## config.mk

```make
export PLATFORM = sky130hd
export DESIGN_NAME = icns_slave
export DESIGN_NICKNAME = d
export VERILOG_FILES = /design/src/shared/icns_pkg.sv /design/src/core/icns_sync.sv /design/src/core/icns_nvstore.sv /design/src/core/icns_slave.sv
export SDC_FILE = /design/constraint.sdc
export NUM_CORES = 1
export LEC_CHECK = 0
export ABC_AREA = 0
export BUFFER_PORTS_ARGS = -buffer_cell sky130_fd_sc_hd__buf_4
export CAP_MARGIN = 10
export CORE_AREA = 2 2 122 124
export DETAILED_ROUTE_END_ITERATION = 12
export DIE_AREA = 0 0 124 126
export PLACE_DENSITY = 0.77
export SLEW_MARGIN = 10
export SYNTH_ARGS = -nofsm -noshare
export SYNTH_HDL_FRONTEND = slang
export SYNTH_SLANG_ARGS = --single-unit
```

## constraint.sdc

```tcl
create_clock -name clk_sys -period 2.9 [get_ports clk_sys]
set_clock_uncertainty 0.1 [all_clocks]
set_input_delay 0.87 -clock clk_sys [delete_from_list [all_inputs] [get_ports clk_sys]]
set_output_delay 0.87 -clock clk_sys [all_outputs]
set_load 0.01 [all_outputs]
```

## src/shared/icns_pkg.sv

```systemverilog
// Package of constants for the serial configuration slave with non-volatile store.
package icns_pkg;
    localparam logic [6:0] SLAVE_ADDR     = 7'h75;
    localparam logic [4:0] HS_CODE_TOP    = 5'h01;
    localparam logic [7:0] REG_CONFIG     = 8'h01;
    localparam logic [7:0] REG_FLOOR      = 8'h02;
    localparam logic [7:0] REG_ROOF       = 8'h03;
    localparam logic [7:0] REG_ILIM       = 8'h04;
    localparam logic [7:0] REG_STATUS     = 8'h05;
    localparam logic [7:0] REG_NVCTRL     = 8'hff;
    localparam logic [7:0] MASK_CONFIG    = 8'hef;
    localparam logic [7:0] MASK_FLOOR     = 8'h1f;
    localparam logic [7:0] MASK_ROOF      = 8'h1f;
    localparam logic [7:0] MASK_ILIM      = 8'h3f;
    localparam logic [7:0] NV_STORE_MASK  = 8'h6f;
    localparam logic [7:0] NV_ILIM_MASK   = 8'h1f;
    localparam int         NV_TRIG_BIT    = 7;
    localparam int         NV_WP_BIT      = 6;
    localparam int         NV_LOCK_BIT    = 5;
    localparam logic [7:0] NVCTRL_RESET   = 8'h00;
    localparam logic [7:0] FLOOR_DEFAULT  = 8'h06;
    localparam logic [7:0] ROOF_DEFAULT   = 8'h0a;
    localparam logic [7:0] ILIM_DEFAULT   = 8'h1b;
    localparam logic [7:0] CONFIG_DEFAULT = 8'h01;
    localparam int         NV_WRITE_NS    = 1000;
    localparam int         CLK_PERIOD_NS  = 8;
    localparam int         NV_WRITE_CYC   = (NV_WRITE_NS + CLK_PERIOD_NS - 1) / CLK_PERIOD_NS;
    localparam int         LOAD_CYC       = 4;
endpackage

```

## src/core/icns_sync.sv

```systemverilog
// Two-flop synchroniser for the serial clock and data pins.
`timescale 1ns/1ps
`default_nettype none
module icns_sync (
    input  wire logic clk_sys,
    input  wire logic rst_b,
    input  wire logic async_in,
    output logic      sync_out
);
    logic meta_q;

    // Pins idle high, so the chain resets high to avoid a false start.
    always_ff @(posedge clk_sys or negedge rst_b) begin
        if (!rst_b) begin
            meta_q   <= 1'b1;
            sync_out <= 1'b1;
        end else begin
            meta_q   <= async_in;
            sync_out <= meta_q;
        end
    end
endmodule // icns_sync
`default_nettype wire

```

## src/core/icns_nvstore.sv

```systemverilog
// Non-volatile configuration store model with a write lock that holds until reset.
`timescale 1ns/1ps
`default_nettype none
module icns_nvstore (
    input  wire logic       clk_sys,
    input  wire logic       rst_b,
    input  wire logic       prog_req,
    input  wire logic [7:0] prog_config,
    input  wire logic [7:0] prog_floor,
    input  wire logic [7:0] prog_roof,
    input  wire logic [7:0] prog_ilim,
    input  wire logic       prog_wp,
    output logic            prog_done,
    output logic [7:0]      nv_config,
    output logic [7:0]      nv_floor,
    output logic [7:0]      nv_roof,
    output logic [7:0]      nv_ilim,
    output logic            nv_locked
);
    logic [7:0]  mem_q [4];
    logic        lock_q;
    logic        busy_q;
    logic [15:0] cnt_q;

    // The logic reset stands in for power-up, so the cells restart at factory defaults.
    // A model that must keep its cells across resets would drop the array's reset branch.
    always_ff @(posedge clk_sys or negedge rst_b) begin
        if (!rst_b) begin
            busy_q    <= 1'b0;
            cnt_q     <= 16'h0000;
            prog_done <= 1'b0;
        end else begin
            prog_done <= 1'b0;
            if (busy_q) begin
                if (cnt_q == 16'(icns_pkg::NV_WRITE_CYC - 1)) begin
                    busy_q    <= 1'b0;
                    prog_done <= 1'b1;
                end
                cnt_q <= cnt_q + 16'h0001;
            end else if (prog_req) begin
                busy_q <= 1'b1;
                cnt_q  <= 16'h0000;
            end
        end
    end

    always_ff @(posedge clk_sys or negedge rst_b) begin
        if (!rst_b) begin
            mem_q[0] <= icns_pkg::CONFIG_DEFAULT;
            mem_q[1] <= icns_pkg::FLOOR_DEFAULT;
            mem_q[2] <= icns_pkg::ROOF_DEFAULT;
            mem_q[3] <= icns_pkg::ILIM_DEFAULT;
            lock_q   <= 1'b0;
        end else if (prog_req && !busy_q && !lock_q) begin
            mem_q[0] <= prog_config;
            mem_q[1] <= prog_floor;
            mem_q[2] <= prog_roof;
            mem_q[3] <= prog_ilim;
            lock_q   <= prog_wp;
        end
    end

    assign nv_config = mem_q[0];
    assign nv_floor  = mem_q[1];
    assign nv_roof   = mem_q[2];
    assign nv_ilim   = mem_q[3];
    assign nv_locked = lock_q;
endmodule // icns_nvstore
`default_nettype wire

```

## src/core/icns_slave.sv

```systemverilog
// Serial-bus configuration slave with register file and non-volatile store control.
`timescale 1ns/1ps
`default_nettype none
module icns_slave (
    input  wire logic       clk_sys,
    input  wire logic       rst_b,
    input  wire logic       scl_in,
    input  wire logic       sda_in,
    output logic            sda_out,
    output logic            sda_oe_b,
    input  wire logic [7:0] status_in,
    output logic [7:0]      device_config,
    output logic [7:0]      boost_floor_threshold,
    output logic [7:0]      boost_roof_threshold,
    output logic [7:0]      input_current_limit_setting,
    output logic            hs_mode,
    output logic            nv_lock_status
);
    typedef enum {ST_IDLE, ST_ADDR, ST_PTR, ST_WDATA, ST_RDATA, ST_IGNORE} icns_state_e;

    // =========================================================
    // Pin sampling and bus conditions
    // =========================================================
    logic scl_s, sda_s, scl_p_q, sda_p_q;
    logic scl_rise, scl_fall, start_cond, stop_cond;

    icns_sync u_sync_scl (.clk_sys(clk_sys), .rst_b(rst_b), .async_in(scl_in), .sync_out(scl_s));
    icns_sync u_sync_sda (.clk_sys(clk_sys), .rst_b(rst_b), .async_in(sda_in), .sync_out(sda_s));

    always_ff @(posedge clk_sys or negedge rst_b) begin
        if (!rst_b) begin
            scl_p_q <= 1'b1;
            sda_p_q <= 1'b1;
        end else begin
            scl_p_q <= scl_s;
            sda_p_q <= sda_s;
        end
    end

    assign scl_rise   = scl_s && !scl_p_q;
    assign scl_fall   = !scl_s && scl_p_q;
    assign start_cond = scl_s && scl_p_q && sda_p_q && !sda_s;
    assign stop_cond  = scl_s && scl_p_q && !sda_p_q && sda_s;

    // Register read decode, shared by the read path and the pointer check.
    function automatic logic [7:0] reg_read(input logic [7:0] ptr, input logic [7:0] cfg,
                                            input logic [7:0] flo, input logic [7:0] roo,
                                            input logic [7:0] ilm, input logic [7:0] sts,
                                            input logic [7:0] nvc);
        case (ptr)
            icns_pkg::REG_CONFIG: reg_read = cfg;
            icns_pkg::REG_FLOOR:  reg_read = flo;
            icns_pkg::REG_ROOF:   reg_read = roo;
            icns_pkg::REG_ILIM:   reg_read = ilm;
            icns_pkg::REG_STATUS: reg_read = sts;
            icns_pkg::REG_NVCTRL: reg_read = nvc;
            default:              reg_read = 8'h00;
        endcase
    endfunction

    // =========================================================
    // Byte engine
    // =========================================================
    icns_state_e state_q;
    logic [3:0]  bit_q;
    logic [7:0]  shift_q, ptr_q, tx_q;
    logic        ack_phase_q, ack_drive_q, commit_pend_q, rnw_q;
    logic [7:0]  cfg_q, floor_q, roof_q, ilim_q, nvc_q;
    logic        load_done_q;
    logic [2:0]  load_cnt_q;
    logic        prog_req_q, prog_done, nv_locked;
    logic [7:0]  nv_config, nv_floor, nv_roof, nv_ilim;
    logic [7:0]  rd_byte;
    logic        wr_commit;
    logic [7:0]  wr_ptr, wr_val;

    assign rd_byte = reg_read(ptr_q, cfg_q, floor_q, roof_q, ilim_q, status_in,
                              {nvc_q[7:6], nv_locked, 5'h00});

    // The pointer takes the whole byte so out-of-map offsets read as zero.
    always_ff @(posedge clk_sys or negedge rst_b) begin
        if (!rst_b) begin
            state_q       <= ST_IDLE;
            bit_q         <= 4'h0;
            shift_q       <= 8'h00;
            ptr_q         <= 8'h00;
            tx_q          <= 8'h00;
            ack_phase_q   <= 1'b0;
            ack_drive_q   <= 1'b0;
            commit_pend_q <= 1'b0;
            rnw_q         <= 1'b0;
            wr_commit     <= 1'b0;
            wr_ptr        <= 8'h00;
            wr_val        <= 8'h00;
        end else begin
            wr_commit <= 1'b0;
            if (stop_cond) begin
                state_q       <= ST_IDLE;
                ack_phase_q   <= 1'b0;
                ack_drive_q   <= 1'b0;
                commit_pend_q <= 1'b0;
            end else if (start_cond) begin
                state_q     <= ST_ADDR;
                bit_q       <= 4'h0;
                ack_phase_q <= 1'b0;
                ack_drive_q <= 1'b0;
            end else if (state_q != ST_IDLE && state_q != ST_IGNORE) begin
                if (scl_rise && !ack_phase_q) begin
                    shift_q <= {shift_q[6:0], sda_s};
                    bit_q   <= bit_q + 4'h1;
                end
                if (scl_rise && ack_phase_q && state_q == ST_RDATA && sda_s) begin
                    state_q <= ST_IGNORE;
                end
                if (scl_fall) begin
                    if (ack_phase_q) begin
                        ack_phase_q <= 1'b0;
                        ack_drive_q <= 1'b0;
                        bit_q       <= 4'h0;
                        if (commit_pend_q) begin
                            wr_commit     <= 1'b1;
                            commit_pend_q <= 1'b0;
                        end
                        if (state_q == ST_RDATA) begin
                            tx_q <= rd_byte;
                        end
                    end else if (bit_q == 4'h8) begin
                        ack_phase_q <= 1'b1;
                        case (state_q)
                            ST_ADDR: begin
                                if (shift_q[7:3] == icns_pkg::HS_CODE_TOP) begin
                                    state_q <= ST_IGNORE;
                                end else if (shift_q[7:1] == icns_pkg::SLAVE_ADDR) begin
                                    ack_drive_q <= 1'b1;
                                    rnw_q       <= shift_q[0];
                                    state_q     <= shift_q[0] ? ST_RDATA : ST_PTR;
                                    tx_q        <= rd_byte;
                                end else begin
                                    state_q <= ST_IGNORE;
                                end
                            end
                            ST_PTR: begin
                                ptr_q       <= shift_q;
                                ack_drive_q <= 1'b1;
                                state_q     <= ST_WDATA;
                            end
                            ST_WDATA: begin
                                ack_drive_q   <= 1'b1;
                                commit_pend_q <= 1'b1;
                                wr_ptr        <= ptr_q;
                                wr_val        <= shift_q;
                            end
                            ST_RDATA: ack_drive_q <= 1'b0;
                            default:  state_q <= ST_IGNORE;
                        endcase
                    end else if (state_q == ST_RDATA && bit_q != 4'h0) begin
                        tx_q <= {tx_q[6:0], 1'b0};
                    end
                end
            end
        end
    end

    // Level changes only on clock falls, or releases on start and stop, so data is stable across the high phase.
    // The first bit of a read byte leaves on the fall that closes the acknowledge.
    always_ff @(posedge clk_sys or negedge rst_b) begin
        if (!rst_b) begin
            sda_oe_b <= 1'b1;
            sda_out  <= 1'b0;
        end else begin
            sda_out <= 1'b0;
            if (stop_cond || start_cond) begin
                sda_oe_b <= 1'b1;
            end else if (scl_fall) begin
                if (!ack_phase_q && bit_q == 4'h8) begin
                    sda_oe_b <= !(state_q == ST_PTR || state_q == ST_WDATA ||
                                  (state_q == ST_ADDR && shift_q[7:1] == icns_pkg::SLAVE_ADDR
                                   && shift_q[7:3] != icns_pkg::HS_CODE_TOP));
                end else if (state_q == ST_RDATA && (ack_phase_q || bit_q != 4'h8)) begin
                    sda_oe_b <= (ack_phase_q || bit_q == 4'h0) ? rd_byte[7] : tx_q[6];
                end else begin
                    sda_oe_b <= 1'b1;
                end
            end
        end
    end

    // High-speed mode flag: set on master code, cleared by stop.
    always_ff @(posedge clk_sys or negedge rst_b) begin
        if (!rst_b) begin
            hs_mode <= 1'b0;
        end else if (stop_cond) begin
            hs_mode <= 1'b0;
        end else if (scl_fall && state_q == ST_ADDR && bit_q == 4'h8 && !ack_phase_q
                     && shift_q[7:3] == icns_pkg::HS_CODE_TOP) begin
            hs_mode <= 1'b1;
        end
    end

    // =========================================================
    // Register file, power-up load and store trigger
    // =========================================================
    always_ff @(posedge clk_sys or negedge rst_b) begin
        if (!rst_b) begin
            load_done_q <= 1'b0;
            load_cnt_q  <= 3'h0;
            cfg_q       <= icns_pkg::CONFIG_DEFAULT;
            floor_q     <= icns_pkg::FLOOR_DEFAULT;
            roof_q      <= icns_pkg::ROOF_DEFAULT;
            ilim_q      <= icns_pkg::ILIM_DEFAULT;
        end else if (!load_done_q) begin
            load_cnt_q <= load_cnt_q + 3'h1;
            if (load_cnt_q == 3'(icns_pkg::LOAD_CYC - 1)) begin
                load_done_q <= 1'b1;
                cfg_q       <= nv_config;
                floor_q     <= nv_floor;
                roof_q      <= nv_roof;
                ilim_q      <= nv_ilim;
            end
        end else if (wr_commit) begin
            case (wr_ptr)
                icns_pkg::REG_CONFIG: cfg_q   <= wr_val & icns_pkg::MASK_CONFIG;
                icns_pkg::REG_FLOOR:  floor_q <= wr_val & icns_pkg::MASK_FLOOR;
                icns_pkg::REG_ROOF:   roof_q  <= wr_val & icns_pkg::MASK_ROOF;
                icns_pkg::REG_ILIM:   ilim_q  <= wr_val & icns_pkg::MASK_ILIM;
                default:              ;
            endcase
        end
    end

    // A trigger written while locked clears immediately; the store is left untouched.
    always_ff @(posedge clk_sys or negedge rst_b) begin
        if (!rst_b) begin
            nvc_q      <= icns_pkg::NVCTRL_RESET;
            prog_req_q <= 1'b0;
        end else begin
            prog_req_q <= 1'b0;
            if (wr_commit && wr_ptr == icns_pkg::REG_NVCTRL) begin
                nvc_q <= {wr_val[7:6], 6'h00};
                if (wr_val[icns_pkg::NV_TRIG_BIT] && !nv_locked) begin
                    prog_req_q <= 1'b1;
                end else if (wr_val[icns_pkg::NV_TRIG_BIT]) begin
                    nvc_q[icns_pkg::NV_TRIG_BIT] <= 1'b0;
                end
            end else if (prog_done) begin
                nvc_q[icns_pkg::NV_TRIG_BIT] <= 1'b0;
            end
        end
    end

    icns_nvstore u_nv (
        .clk_sys    (clk_sys),
        .rst_b      (rst_b),
        .prog_req   (prog_req_q),
        .prog_config(cfg_q & icns_pkg::NV_STORE_MASK),
        .prog_floor (floor_q),
        .prog_roof  (roof_q),
        .prog_ilim  (ilim_q & icns_pkg::NV_ILIM_MASK),
        .prog_wp    (nvc_q[icns_pkg::NV_WP_BIT]),
        .prog_done  (prog_done),
        .nv_config  (nv_config),
        .nv_floor   (nv_floor),
        .nv_roof    (nv_roof),
        .nv_ilim    (nv_ilim),
        .nv_locked  (nv_locked)
    );

    always_ff @(posedge clk_sys or negedge rst_b) begin
        if (!rst_b) begin
            device_config               <= 8'h00;
            boost_floor_threshold       <= 8'h00;
            boost_roof_threshold        <= 8'h00;
            input_current_limit_setting <= 8'h00;
            nv_lock_status              <= 1'b0;
        end else begin
            device_config               <= cfg_q;
            boost_floor_threshold       <= floor_q;
            boost_roof_threshold        <= roof_q;
            input_current_limit_setting <= ilim_q;
            nv_lock_status              <= nv_locked;
        end
    end
endmodule // icns_slave
`default_nettype wire

```

==> results.py <==
metrics = {
    "status": {
        "outcome": "complete, no violations",
    },
    "cts": {
        "clkLatencyLatePin_ns": 0.44,
        "hold_buffers": 0,
        "cts_sinks": 198,
        "path_clk_slew_ns": 0.06,
        "h-tree-depth": 4,
        "cts_buffers": 17,
        "cts_tree": "built",
        "cts_root_buf": "clkbuf_16",
        "post-cts-setup-buffers": 0,
        "clockBufferDepth": 2,
        "ctsResizeCount": 0,
    },
    "power_and_ir_drop": {
        "p_leak_nw": 4.562,
        "finalPower_mw": 5.250,
        "powerDensity_mw_per_mm2": 548.8,
        "peakVddDrop_mv": 0.4122,
    },
    "timing": {
        "rsz0062_at_grt": "no",
        "hold_violations": 0,
        "clock.fmax_mhz": 401.2,
        "worst_slew_pin_slew_ns": 0.7349,
        "timing.final.crit_share": 0.8595,
        "fin_crit_ns": 2.492,
        "relSlewSlack": 0.5090,
        "fin_setup_tns_ns": 0,
        "finalSetupViolCount": 0,
        "slew_viol_final": 0,
        "setup_ws_ns": 0.4075,
    },
    "place": {
        "post-place-ws_ns": 0.4721,
        "place.gp.congestion": 0.9054,
        "dp_hpwl_mm": 12.00,
        "io_buffers": 43,
        "placed_area_mm2": 0.008974,
        "dp.cells": 924,
    },
    "yosys": {
        "synth.distinct_cells": 70,
        "yosysWarnings": 0,
        "ys_seq_area_frac": 0.5931,
        "synth-seq-cells": 198,
        "yosysTopAreaCell": "dfrtp_1",
        "syn_area_mm2": 0.008407,
        "synthArstFlopShare": 1.000,
        "synth_area_leaders": "dfrtp_1 51%, dfstp_2 7.8%, mux2_2 7.0%, nand2_1 3.6%, mux2i_1 3.6%",
        "synth_edf_count": 0,
        "synth_top_area_frac": 0.5150,
        "syn_inst": 710,
        "avgSynthCellArea_um2": 11.84,
        "synth.most_common_cell": "dfrtp_1",
        "synthFlopType": "dfrtp_1",
        "synth_common_cells": "173 x dfrtp_1, 81 x nand2_1, 52 x mux2_2",
    },
    "cells_and_area": {
        "fin_nets": 777,
        "drive_gt1_frac": 0.2500,
        "area_growth_pct": 13.80,
        "final.fill_count": 1056,
        "num_antenna_cells": 0,
        "final_area_mm2": 0.009567,
        "final_cells": 956,
    },
    "global_routing": {
        "overflow": 0,
        "grt_max_degree": 62,
        "grt_pass1_wl_mm": 29.73,
        "grt_pass1_vias": 5761,
        "grt_antenna_before_repair": 0,
        "grt_usage": 0.2477,
    },
    "worst_hold_path": {
        "worstHoldPathType": "reg -> reg",
    },
    "floorplanning": {
        "rows": 44,
        "die-area_mm2": 0.01562,
        "core_mm2": 0.01431,
        "die_w_um": 124,
        "die_h_um": 126,
        "io_pins": 48,
        "initial_core_util": 0.5873,
    },
    "drt": {
        "drt_iter0_drc": 553,
        "num_vias": 5727,
        "vias_per_cell": 5.991,
        "wl_per_cell_um": 18.60,
        "drcViolationCount": 0,
        "drt-pass1-iter-count": 5,
        "postRouteAntennaNets": 0,
        "wl_mm": 17.78,
    },
    "worst_setup_path": {
        "cp_max_fo": 13,
        "crit_type": "reg -> reg",
        "worst_setup_path_start_kind": "register",
        "end_kind": "register",
        "cp_data_required_time_ns": 3.12,
        "crit_arrival_ns": 2.72,
    },
    "job": {
        "cap_violations": 0,
    },
}
## critical path, stage by stage, from the launching register on
cell and delay [ns]:
dfrtp_1 0.53, nor3b_1 0.54, o21ai_0 0.20, a2111o_1 0.60
o41ai_2 0.41
## cell families (layout without fill, tap and decap cells)
| family | count (synthesis) | count (layout) | share of synthesized area |
|---|---|---|---|
| simple gates | 243 | 243 | 0.1524 |
| compound gates | 121 | 121 | 0.09749 |
| other cells | 1 | 4 | 0.0004461 |
| buf+inv | 46 | 105 | 0.02605 |
| flops | 198 | 198 | 0.5931 |
| xor+xnor | 4 | 4 | 0.004168 |
| fa+ha+maj | 6 | 6 | 0.008930 |
| mux | 91 | 91 | 0.1174 |
## flip-flops by register name (all words and copies together) (netlist names), 8 cells and up
signal                 flops
shift_q                    8
state_q                   32
roof_q                     8
ptr_q                      8
wr_ptr                     8
wr_val                     8
u_nv.nv_floor              8
u_nv.cnt_q                16
u_nv.nv_roof               8
boost_roof_threshold       8
boost_floor_threshold      8
floor_q                    8
## final timing paths
check	from	endpoint	slack (ns)	depth (start not counted)
max in group asynchronous	rst_b	u_nv.nv_roof[1]	1.68	2
worst max register to register	state_q[0]	tx_q[3]	0.41	4
worst min register to register	u_sync_sda.meta_q	u_sync_sda.sync_out	0.26	0
worst min-delay path	u_sync_sda.meta_q	u_sync_sda.sync_out	0.26	0
min in group asynchronous	rst_b	u_nv.nv_config[3]	0.31	1
worst max-delay path	state_q[0]	tx_q[3]	0.41	4
## per-stage QoR
stage,utilization,hold WS [ns]
finish,0.6684,0.2561
CTS,0.6684,0.2565
global placement,0.6269,0.2457
global route,0.6684,0.2646
floorplan,-,0.2452
detailed placement,0.6269,0.2475
## cell usage in the layout, fill, tap and decap left out, drive strengths merged, types with 7 or more instances in the layout
| cell | instances |
|---|---|
| dfrtp | 173 |
| nand2 | 82 |
| buf | 61 |
| mux2 | 61 |
| nor2 | 52 |
| o21ai | 44 |
| mux2i | 30 |
| dfstp | 25 |
| clkbuf | 22 |
| nand3 | 21 |
| nor3 | 15 |
| a21oi | 14 |
| nand4 | 14 |
| inv | 12 |
| nor4 | 11 |
| nor2b | 10 |
| a31oi | 10 |
| a22o | 8 |
| o31ai | 7 |
## layer usage
layer	up-vias	global-route usage	routed length [um]
met5	-	0	0
met2	161	0.3933	8898
met1	2882	0.3311	7537
li1	2647	-	-
met4	0	0.08923	492
met3	37	0.06341	849
## where the power goes
| part | switching (mW) | internal (mW) |
|---|---|---|
| Combinational | 0.0742 | 0.0260 |
| Clock | 1.01 | 1.36 |
| Sequential | 0.00615 | 2.77 |
## final cells by class
cell class / instances / area [um2] / area share
Tap cell: 184 / 230.2 / 0.02406
Inverter: 11 / 41.29 / 0.004316
Timing Repair Buffer: 62 / 496.7 / 0.05192
Sequential cell: 198 / 4986 / 0.5212
Clock buffer: 21 / 440.4 / 0.04604
Multi-Input combinational cell: 469 / 3219 / 0.3365
Clock inverter: 11 / 152.6 / 0.01596
(Power assumes the default switching activity.)
